`config.mk`:
```
export PLATFORM = sky130hd
export DESIGN_NAME = gst_timer
export DESIGN_NICKNAME = d
export VERILOG_FILES = /design/src/gst_pkg.sv /design/src/gst_prescaler.sv /design/src/gst_timer.sv
export SDC_FILE = /design/constraint.sdc
export NUM_CORES = 1
export LEC_CHECK = 0
export BUFFER_PORTS_ARGS = -buffer_cell sky130_fd_sc_hd__buf_4
export CORE_MARGIN = 2
export CORE_UTILIZATION = 48
export CTS_CLUSTER_DIAMETER = 60
export DETAILED_ROUTE_END_ITERATION = 16
export PLACE_DENSITY = 0.77
export SLEW_MARGIN = 10
export SYNTH_ARGS = -nofsm -noshare
export SYNTH_HDL_FRONTEND = slang
export SYNTH_HIERARCHICAL = 1
export SYNTH_SLANG_ARGS = --single-unit
```
`constraint.sdc`:
```
create_clock -name clk_i -period 2.6 [get_ports clk_i]
set_input_delay 0.26 -clock clk_i [delete_from_list [all_inputs] [get_ports clk_i]]
set_output_delay 0.26 -clock clk_i [all_outputs]
set_load 0.01 [all_outputs]
```
`src/gst_pkg.sv`:
```
package gst_pkg;

  localparam int ADR_W = 4;
  localparam int DAT_W = 32;
  localparam int SEL_W = DAT_W / 8;
  localparam int BYTE_W = 8;

  localparam logic [ADR_W-1:0] OFS_COUNT_LOW = 4'h0;
  localparam logic [ADR_W-1:0] OFS_COUNT_HIGH = 4'h4;
  localparam logic [ADR_W-1:0] OFS_CONTROL = 4'h8;
  localparam logic [ADR_W-1:0] OFS_STATUS = 4'hC;

  localparam int OVF_BIT = 0;

  localparam int PRESC_W = 3;
  localparam int INSTR_DIV = 4;
  localparam int INSTR_W = 2;

  localparam logic [15:0] COUNT_RST = 16'h0000;
  localparam logic [15:0] COUNT_MAX = 16'hFFFF;
  localparam logic [7:0] BYTE_RST = 8'h00;

  typedef enum logic [1:0] {
    GST_SRC_INSTR,
    GST_SRC_FULL,
    GST_SRC_PIN,
    GST_SRC_RSVD
  } gst_src_t;

  typedef struct packed {
    logic [1:0] prescale_ratio;
    gst_src_t clock_source;
    logic sync_bypass;
    logic wide_access_mode;
    logic gate_polarity;
    logic gate_enable;
    logic on;
  } gst_ctrl_t;

  localparam int CTRL_W = $bits(gst_ctrl_t);
  localparam gst_ctrl_t CTRL_RST = '0;

  typedef struct packed {
    logic cyc;
    logic stb;
    logic we;
    logic [SEL_W-1:0] sel;
    logic [ADR_W-1:0] adr;
    logic [DAT_W-1:0] dat;
  } gst_wb_req_t;

endpackage : gst_pkg

```
`src/gst_prescaler.sv`:
```
module gst_prescaler #(
  parameter int W = gst_pkg::PRESC_W
) (
  input wire logic clk_i,
  input wire logic rst_i,
  input wire logic clear_i,
  input wire logic tick_i,
  input wire logic [1:0] ratio_i,
  output logic tick_o
);

  logic [W-1:0] cnt_ff;
  logic [W-1:0] nxt_cnt;
  logic [W-1:0] mask;

  // divide by 2**ratio: a tick passes when all masked bits are set
  assign mask = ~({W{1'b1}} << ratio_i);
  assign tick_o = tick_i && ((cnt_ff & mask) == mask);

  always_comb begin
    nxt_cnt = cnt_ff;
    if (clear_i) begin
      nxt_cnt = '0;
    end else if (tick_i) begin
      nxt_cnt = tick_o ? '0 : W'(cnt_ff + 1'b1);
    end
  end

  always_ff @(posedge clk_i) begin
    if (rst_i) begin
      cnt_ff <= '0;
    end else begin
      cnt_ff <= nxt_cnt;
    end
  end

  AST_PRESC_CLEAR: assert property (@(posedge clk_i) disable iff (rst_i)
    clear_i |=> cnt_ff == '0)
    else $error("prescale counter not cleared");

  AST_PRESC_DIV8: assert property (@(posedge clk_i) disable iff (rst_i)
    (tick_o && ratio_i == 2'd3) |-> cnt_ff == 3'd7)
    else $error("divide by eight passed an early tick");

endmodule : gst_prescaler

```
`src/gst_timer.sv`:
```
// Contract
// sixteen-bit up-counter, byte writes replace count
// on gates everything; gate enable adds gating
// full-rate source gives four counts per instruction
// external rising edge needs prior falling edge
// external pin rising edges increment, sync optional
// prescaler divides by 1, 2, 4, 8
// count writes clear the prescale counter
// wide mode high write keeps prescaler
// bypass runs external clock unsynchronised, also sleeping
// synchroniser stops in sleep
// mode switch may skip or add one
// each byte read returns coherent value
// software stops timer before asynchronous writes
// wide mode high byte goes via buffer
// low read snapshots high byte into buffer
// low write loads buffer and low together
// gate inactive holds count
// polarity selects active gate level
// no synced comparator with synced clock
// wrap to zero sets sticky overflow flag
// reset clears counts, buffer, prescaler, controls
module gst_timer (
  input wire logic clk_i,
  input wire logic rst_i,
  input wire gst_pkg::gst_wb_req_t wb_i,
  output logic [gst_pkg::DAT_W-1:0] wb_dat_o,
  output logic wb_ack_o,
  input wire logic external_count_pin_i,
  input wire logic gate_input_i,
  input wire logic sleep_i,
  output logic overflow_flag_o
);

  function automatic logic [gst_pkg::DAT_W-1:0] merge_bytes(
    input logic [gst_pkg::DAT_W-1:0] old_val,
    input logic [gst_pkg::DAT_W-1:0] new_val,
    input logic [gst_pkg::SEL_W-1:0] sel
  );
    logic [gst_pkg::DAT_W-1:0] res;
    res = old_val;
    for (int i = 0; i < gst_pkg::SEL_W; i++) begin
      if (sel[i]) begin
        res[i*gst_pkg::BYTE_W +: gst_pkg::BYTE_W] = new_val[i*gst_pkg::BYTE_W +: gst_pkg::BYTE_W];
      end
    end
    return res;
  endfunction : merge_bytes

  // bus slave state
  logic ack_ff;
  logic nxt_ack;
  logic [gst_pkg::DAT_W-1:0] dat_ff;
  logic [gst_pkg::DAT_W-1:0] nxt_dat;

  // timer state
  logic [15:0] count_ff;
  logic [15:0] nxt_count;
  logic [7:0] high_buf_ff;
  logic [7:0] nxt_high_buf;
  gst_pkg::gst_ctrl_t ctrl_ff;
  gst_pkg::gst_ctrl_t nxt_ctrl;
  logic ovf_ff;
  logic nxt_ovf;
  logic armed_ff;
  logic nxt_armed;
  logic [gst_pkg::INSTR_W-1:0] instr_ff;
  logic [gst_pkg::INSTR_W-1:0] nxt_instr;

  // pin paths: synchronised chain and bypass sampler
  logic sync1_ff;
  logic sync2_ff;
  logic sync3_ff;
  logic byp_ff;
  logic byp_prev_ff;
  logic [3:0] nxt_pins;

  logic acc;
  logic wr;
  logic rd;
  logic wr_low;
  logic wr_high;
  logic wr_ctrl;
  logic wr_stat;
  logic rd_low;
  logic wr_count;
  logic presc_clr;
  logic pin_rise;
  logic pin_fall;
  logic gate_active;
  logic cnt_en;
  logic src_tick;
  logic presc_tick;
  logic inc;
  logic [gst_pkg::DAT_W-1:0] wdat;

  // side effects happen at the edge where ack rises; master still holds the request
  assign acc = wb_i.cyc && wb_i.stb && !ack_ff;
  assign wr = acc && wb_i.we;
  assign rd = acc && !wb_i.we;
  assign wr_low = wr && wb_i.adr == gst_pkg::OFS_COUNT_LOW && wb_i.sel[0];
  assign wr_high = wr && wb_i.adr == gst_pkg::OFS_COUNT_HIGH && wb_i.sel[0];
  assign wr_ctrl = wr && wb_i.adr == gst_pkg::OFS_CONTROL;
  assign wr_stat = wr && wb_i.adr == gst_pkg::OFS_STATUS && wb_i.sel[0];
  assign rd_low = rd && wb_i.adr == gst_pkg::OFS_COUNT_LOW;
  assign wdat = wb_i.dat;

  // a buffered high write touches neither count nor prescaler
  assign wr_count = wr_low || (wr_high && !ctrl_ff.wide_access_mode);
  assign presc_clr = wr_count;

  // bypass path keeps sampling in sleep; the synchroniser chain is frozen
  assign pin_rise = ctrl_ff.sync_bypass ? (byp_ff && !byp_prev_ff)
                                        : (sync2_ff && !sync3_ff && !sleep_i);
  assign pin_fall = ctrl_ff.sync_bypass ? (!byp_ff && byp_prev_ff)
                                        : (!sync2_ff && sync3_ff && !sleep_i);

  assign gate_active = gate_input_i == ctrl_ff.gate_polarity;
  assign cnt_en = ctrl_ff.on && (!ctrl_ff.gate_enable || gate_active);

  // switching sync_bypass mid-count may drop or add one edge; accepted
  always_comb begin
    src_tick = 1'b0;
    case (ctrl_ff.clock_source)
      gst_pkg::GST_SRC_INSTR: src_tick = !sleep_i && instr_ff == gst_pkg::INSTR_W'(gst_pkg::INSTR_DIV - 1);
      gst_pkg::GST_SRC_FULL: src_tick = !sleep_i;
      gst_pkg::GST_SRC_PIN: src_tick = pin_rise && armed_ff;
      default: src_tick = 1'b0;
    endcase
  end

  gst_prescaler #(
    .W(gst_pkg::PRESC_W)
  ) u_presc (
    .clk_i(clk_i),
    .rst_i(rst_i),
    .clear_i(presc_clr),
    .tick_i(src_tick && cnt_en),
    .ratio_i(ctrl_ff.prescale_ratio),
    .tick_o(presc_tick)
  );

  // a count write racing an increment wins; software should stop the timer first
  assign inc = presc_tick && !wr_count;

  always_comb begin
    nxt_instr = sleep_i ? instr_ff : gst_pkg::INSTR_W'(instr_ff + 1'b1);
    nxt_pins = {external_count_pin_i, sync1_ff, sync2_ff, byp_ff};
  end

  always_comb begin
    nxt_count = count_ff;
    nxt_high_buf = high_buf_ff;
    nxt_ctrl = ctrl_ff;
    nxt_ovf = ovf_ff;
    nxt_armed = armed_ff;
    if (inc) begin
      nxt_count = 16'(count_ff + 1'b1);
    end
    if (ctrl_ff.wide_access_mode) begin
      if (wr_high) begin
        nxt_high_buf = wdat[7:0];
      end
      if (rd_low) begin
        nxt_high_buf = count_ff[15:8];
      end
      if (wr_low) begin
        nxt_count = {high_buf_ff, wdat[7:0]};
      end
    end else begin
      if (wr_low) begin
        nxt_count[7:0] = wdat[7:0];
      end
      if (wr_high) begin
        nxt_count[15:8] = wdat[7:0];
      end
    end
    if (wr_ctrl) begin
      nxt_ctrl = gst_pkg::gst_ctrl_t'(gst_pkg::CTRL_W'(merge_bytes(
        gst_pkg::DAT_W'(ctrl_ff), wdat, wb_i.sel)));
    end
    if (wr_stat && wdat[gst_pkg::OVF_BIT]) begin
      nxt_ovf = 1'b0;
    end
    if (inc && count_ff == gst_pkg::COUNT_MAX) begin
      nxt_ovf = 1'b1;
    end
    // rising edges only count once a falling edge has been seen
    if (wr_count || !ctrl_ff.on) begin
      nxt_armed = 1'b0;
    end else if (pin_fall) begin
      nxt_armed = 1'b1;
    end
  end

  always_comb begin
    nxt_ack = acc;
    nxt_dat = '0;
    if (rd) begin
      case (wb_i.adr)
        gst_pkg::OFS_COUNT_LOW: nxt_dat[7:0] = count_ff[7:0];
        gst_pkg::OFS_COUNT_HIGH: begin
          nxt_dat[7:0] = ctrl_ff.wide_access_mode ? high_buf_ff : count_ff[15:8];
        end
        gst_pkg::OFS_CONTROL: nxt_dat[gst_pkg::CTRL_W-1:0] = ctrl_ff;
        gst_pkg::OFS_STATUS: nxt_dat[gst_pkg::OVF_BIT] = ovf_ff;
        default: nxt_dat = '0;
      endcase
    end
  end

  always_ff @(posedge clk_i) begin
    if (rst_i) begin
      ack_ff <= 1'b0;
      dat_ff <= '0;
      count_ff <= gst_pkg::COUNT_RST;
      high_buf_ff <= gst_pkg::BYTE_RST;
      ctrl_ff <= gst_pkg::CTRL_RST;
      ovf_ff <= 1'b0;
      armed_ff <= 1'b0;
      instr_ff <= '0;
      sync1_ff <= 1'b0;
      sync2_ff <= 1'b0;
      sync3_ff <= 1'b0;
      byp_ff <= 1'b0;
      byp_prev_ff <= 1'b0;
    end else begin
      ack_ff <= nxt_ack;
      dat_ff <= nxt_dat;
      count_ff <= nxt_count;
      high_buf_ff <= nxt_high_buf;
      ctrl_ff <= nxt_ctrl;
      ovf_ff <= nxt_ovf;
      armed_ff <= nxt_armed;
      instr_ff <= nxt_instr;
      if (!sleep_i) begin
        sync1_ff <= nxt_pins[3];
        sync2_ff <= nxt_pins[2];
        sync3_ff <= nxt_pins[1];
      end
      byp_ff <= external_count_pin_i;
      byp_prev_ff <= nxt_pins[0];
    end
  end

  assign wb_ack_o = ack_ff;
  assign wb_dat_o = dat_ff;
  assign overflow_flag_o = ovf_ff;

  AST_OFF_HOLDS: assert property (@(posedge clk_i) disable iff (rst_i)
    (!ctrl_ff.on && !wr_count) |=> count_ff == $past(count_ff))
    else $error("count moved while timer off");

  AST_GATE_HOLDS: assert property (@(posedge clk_i) disable iff (rst_i)
    (ctrl_ff.on && ctrl_ff.gate_enable && gate_input_i != ctrl_ff.gate_polarity && !wr_count)
    |=> count_ff == $past(count_ff))
    else $error("count moved while gate inactive");

  AST_FULL_RATE: assert property (@(posedge clk_i) disable iff (rst_i)
    (ctrl_ff.on && !ctrl_ff.gate_enable && ctrl_ff.clock_source == gst_pkg::GST_SRC_FULL
     && ctrl_ff.prescale_ratio == 2'd0 && !sleep_i && !wr_count && !wr_ctrl)
    |=> count_ff == 16'($past(count_ff) + 1'b1))
    else $error("full rate source did not count every clock");

  AST_SNAPSHOT: assert property (@(posedge clk_i) disable iff (rst_i)
    (rd_low && ctrl_ff.wide_access_mode) |=> high_buf_ff == $past(count_ff[15:8]))
    else $error("low read did not snapshot high byte");

  AST_BUF_WRITE: assert property (@(posedge clk_i) disable iff (rst_i)
    (wr_high && ctrl_ff.wide_access_mode)
    |-> !presc_clr ##1 high_buf_ff == $past(wdat[7:0]))
    else $error("buffered high write went astray");

  AST_WIDE_LOAD: assert property (@(posedge clk_i) disable iff (rst_i)
    (wr_low && ctrl_ff.wide_access_mode) |=> count_ff == {$past(high_buf_ff), $past(wdat[7:0])})
    else $error("wide low write did not load both bytes");

  AST_WRAP_FLAG: assert property (@(posedge clk_i) disable iff (rst_i)
    (inc && count_ff == gst_pkg::COUNT_MAX) |=> overflow_flag_o && count_ff == gst_pkg::COUNT_RST)
    else $error("wrap did not set overflow flag");

  AST_SLEEP_SYNC: assert property (@(posedge clk_i) disable iff (rst_i)
    (sleep_i && !ctrl_ff.sync_bypass && !wr_count) |=> count_ff == $past(count_ff))
    else $error("synchronised path counted in sleep");

  AST_DISARM: assert property (@(posedge clk_i) disable iff (rst_i)
    wr_count |=> !armed_ff)
    else $error("count write did not disarm edge detector");

  AST_RESET: assert property (@(posedge clk_i)
    rst_i |=> count_ff == gst_pkg::COUNT_RST && ctrl_ff == gst_pkg::CTRL_RST && !wb_ack_o)
    else $error("reset values wrong");

  AST_GATE_COUNTS: assert property (@(posedge clk_i) disable iff (rst_i)
    (ctrl_ff.on && ctrl_ff.gate_enable && gate_input_i == ctrl_ff.gate_polarity
     && ctrl_ff.clock_source == gst_pkg::GST_SRC_FULL && ctrl_ff.prescale_ratio == 2'd0
     && !sleep_i && !wr_count && !wr_ctrl)
    |=> count_ff == 16'($past(count_ff) + 1'b1))
    else $error("count held while gate active");

  AST_INSTR_RATE: assert property (@(posedge clk_i) disable iff (rst_i)
    (inc && ctrl_ff.clock_source == gst_pkg::GST_SRC_INSTR)
    |=> (!inc || ctrl_ff.clock_source != gst_pkg::GST_SRC_INSTR) [*3])
    else $error("instruction clock source counted too fast");

  AST_PIN_UNARMED: assert property (@(posedge clk_i) disable iff (rst_i)
    (ctrl_ff.clock_source == gst_pkg::GST_SRC_PIN && !armed_ff && !wr_count)
    |=> count_ff == $past(count_ff))
    else $error("pin edge counted before a falling edge");

  AST_NARROW_LOW: assert property (@(posedge clk_i) disable iff (rst_i)
    (wr_low && !ctrl_ff.wide_access_mode)
    |=> count_ff[7:0] == $past(wdat[7:0]) && count_ff[15:8] == $past(count_ff[15:8]))
    else $error("low write did not replace low byte only");

  AST_NARROW_HIGH: assert property (@(posedge clk_i) disable iff (rst_i)
    (wr_high && !ctrl_ff.wide_access_mode)
    |-> presc_clr ##1 count_ff[15:8] == $past(wdat[7:0]))
    else $error("direct high write went astray");

  AST_OVF_STICKY: assert property (@(posedge clk_i) disable iff (rst_i)
    (overflow_flag_o && !(wr_stat && wdat[gst_pkg::OVF_BIT])) |=> overflow_flag_o)
    else $error("overflow flag dropped without a clear");

  AST_HIGH_READ: assert property (@(posedge clk_i) disable iff (rst_i)
    (rd && wb_i.adr == gst_pkg::OFS_COUNT_HIGH && ctrl_ff.wide_access_mode)
    |=> wb_ack_o && wb_dat_o[7:0] == $past(high_buf_ff))
    else $error("wide high read did not return the buffer");

  AST_LOW_READ: assert property (@(posedge clk_i) disable iff (rst_i)
    (rd && wb_i.adr == gst_pkg::OFS_COUNT_LOW)
    |=> wb_ack_o && wb_dat_o[7:0] == $past(count_ff[7:0]))
    else $error("low read returned a torn value");

  COV_WRAP: cover property (@(posedge clk_i) disable iff (rst_i)
    inc && count_ff == gst_pkg::COUNT_MAX);
  COV_WIDE_READ: cover property (@(posedge clk_i) disable iff (rst_i)
    rd_low && ctrl_ff.wide_access_mode);
  COV_GATED_PIN: cover property (@(posedge clk_i) disable iff (rst_i)
    inc && ctrl_ff.gate_enable && ctrl_ff.clock_source == gst_pkg::GST_SRC_PIN);
  COV_BYPASS_SLEEP: cover property (@(posedge clk_i) disable iff (rst_i)
    inc && sleep_i && ctrl_ff.sync_bypass);

endmodule : gst_timer

```
==> qor.txt <==
Share of cells above drive strength 1 -> 0.1769
Post-synthesis sequential area ratio -> 0.3583
Hold crit path type -> in -> reg
Crit path capture type -> flop
Tcrit/Tclk final -> 0.9256
Cell variety after synth -> 51
Most frequent cells after synthesis -> dfxtp_1, nor2_1, mux2i_1
First-pass GRT wire length -> 11.83 mm
Postcts setup bufs -> 0
Routed vias/inst -> 5.784
Status -> finished, final reports clean
Clk sinks -> 55
GP Congestion -> 0.8800
Synth area leader -> dfxtp_1
ANT cells -> 0
Maximum clock path buffer count -> 2
Place WS -> 0.1088 ns
Final hold violations -> 0
Routed len/inst -> 16.16 microns
Post-layout min period -> 2.406 ns
Via count -> 2603
RSZ-0062 raised after global routing -> true
Cells after Synth -> 342
Final setup margin -> 0.1936 ns
Setup CP Type -> reg -> reg
Initial antenna violation count -> 0
Static Leak -> 1.280 nW
Post-synth EDFFs -> 0
Critical Path Fanout Max -> 6
Post-route cell area -> 3443 sq um
Power Total -> 1.581 mW
H-tree levels -> 2
Syn Area/Cell -> 8.985 sq um
Fin. max-slew vios -> 0
Clock-pin slew on the worst setup and hold paths -> 0.09 ns
DRT Pass-1 Iters -> 5
Max transition margin -> 0.5111
Final nets -> 423
Total I/O pin count -> 82
Placed cell area -> 3319 sq um
Ys flop type -> dfxtp_1
F_max -> 415.6 MHz
Max-cap viol count -> 0
Finished Core Util -> 0.5485
Top-area cell type share of the netlist area -> 0.3583
Row Count -> 29
PD cells -> 459.2 nW/um^2
Worst skew pair latency -> 0.31 ns
Number of global-route vias before repair -> 2410
Area grow syn2layout -> 12.05%
Slew @ Worst Pin -> 0.7303 ns
Final antenna-violating net count -> 0
Largest net degree at the start of global routing -> 41
Die boundary width -> 84.01 microns
Total GRT Usage -> 0.2084
Area contributors post-synth -> dfxtp_1, mux2i_1, buf_4
CTS tree -> yes
TritonCTS Buffers -> 5
Starting Density -> 0.4895
VDD IR max -> 249.5 uV
Total Wirelength -> 7.272 mm
Residual DRC count -> 0
Crit path DAT -> 2.65 ns
Number of DRC markers in iteration 0 -> 288
Setup violators final -> 0
Grt ovf -> 0
Root Buffer -> clkbuf_8
Die area -> 7058 sq um
Die height -> 84.01 microns
FF+latch count, synth -> 55
Synth async-reset ratio -> 0
Mapped cell area -> 3073 sq um
Clk_skew -> 0.007140 ns
Core footprint -> 6277 sq um
CP startpoint kind -> flop
Worst path required time -> 2.85 ns
Post-DP HPWL -> 5.254 mm
Port Buffers -> 33
Top-count cell post-synth -> dfxtp_1
Syn. warnings -> 6
==> final timing paths <==
path / to / depth (start not counted) / slack, ns / start
hold / removal: byp_ff$_SDFF_PP0_ / 2 / 0.16 / external_count_pin_i
setup / recovery: count_ff[10]$_SDFF_PP0_ / 11 / 0.19 / sync2_ff$_SDFFE_PP0N_
hold reg to reg: sync3_ff$_SDFFE_PP0N_ / 2 / 0.48 / sync3_ff$_SDFFE_PP0N_
setup reg to reg: count_ff[10]$_SDFF_PP0_ / 11 / 0.19 / sync2_ff$_SDFFE_PP0N_
==> placed cells by master, fill, tap and decap left out, drive strengths merged, types with 7 or more instances in the layout <==
cell	netlist	routed
dfxtp	55	55
a21oi	7	7
nor3	10	10
nand3	7	7
o2bb2ai	8	8
nand2	12	12
xor2	12	12
o21ai	8	8
nor2	48	48
a211oi	15	15
a22oi	8	8
mux2i	36	36
conb	1	23
buf	33	43
==> per-layer routing <==
layer	part of all wire	wire length (microns)	global-route usage
met1	0.44	3169	0.2740
met2	0.46	3317	0.3280
met3	0.068	492	0.03561
met4	0.040	292	0.1070
met5	0	0	0
==> worst max-delay path, cell delays in order (launching register included) <==
cell and delay [ns]:
dfxtp_1 0.37, nand2b_1 0.08, o31ai_1 0.20, nand4b_1 0.14, a21oi_2 0.19, o21a_1 0.16, and2_1 0.15, buf_4 0.14
nand4_1 0.24, nor3_1 0.34, xor2_1 0.20, o2bb2ai_1 0.12
==> logic make-up (layout without fill, tap and decap cells) <==
family,after synthesis,in the layout,share of synthesized area
xor+xnor,16,16,0.04560
compound gates,61,61,0.1482
mux,37,37,0.1209
fa+ha+maj,3,3,0.01222
other cells,1,23,0.001220
buf+inv,47,56,0.09039
flops,55,55,0.3583
simple gates,122,122,0.2231
==> flip-flops by register name (all words and copies together), names as in the netlist <==
name             flops
wb_dat_o             9
ctrl_ff              9
overflow_flag_o      1
wb_ack_o             1
sync3_ff             1
sync2_ff             1
u_presc/cnt_ff       3
sync1_ff             1
byp_ff               1
count_ff            16
byp_prev_ff          1
armed_ff             1
instr_ff             2
high_buf_ff          8
==> metrics by stage <==
| step | std cells | TNS (ns) | hold WS [ns] |
|---|---|---|---|
| after floorplan | 364 | 0 | 0.3359 |
| after global placement | 442 | 0 | 0.4596 |
| after detailed placement | 442 | 0 | 0.4699 |
| after CTS | 450 | 0 | 0.1598 |
| after global routing | 450 | -0.04472 | 0.1987 |
| final | 450 | 0 | 0.1638 |
==> where the power goes <==
part / switching (mW) / total (mW) / internal, mW
clock network: 0.278 / 0.590 / 0.312
registers: 0.00592 / 0.856 / 0.850
logic: 0.0839 / 0.136 / 0.0520
total: 0.367 / 1.58 / 1.21
==> final cells by class <==
type,count,area (sq um)
Clock inverter,2,35.03
Multi-Input combinational cell,262,1787
Sequential cell,55,1101
Inverter,5,18.77
Clock buffer,6,82.58
Fill cell,591,2834
Tap cell,77,96.34
Timing Repair Buffer,43,322.8
==> what timing repair did <==
action / 4_1_cts / 5_1_grt
gates resized for setup: 0 / 1
hold buffers: 0 / 0
endpoints found under the setup margin: 0 / 3
hold endpoints to repair: 0 / 0
No activity file was read; power rests on OpenSTA's default activity.
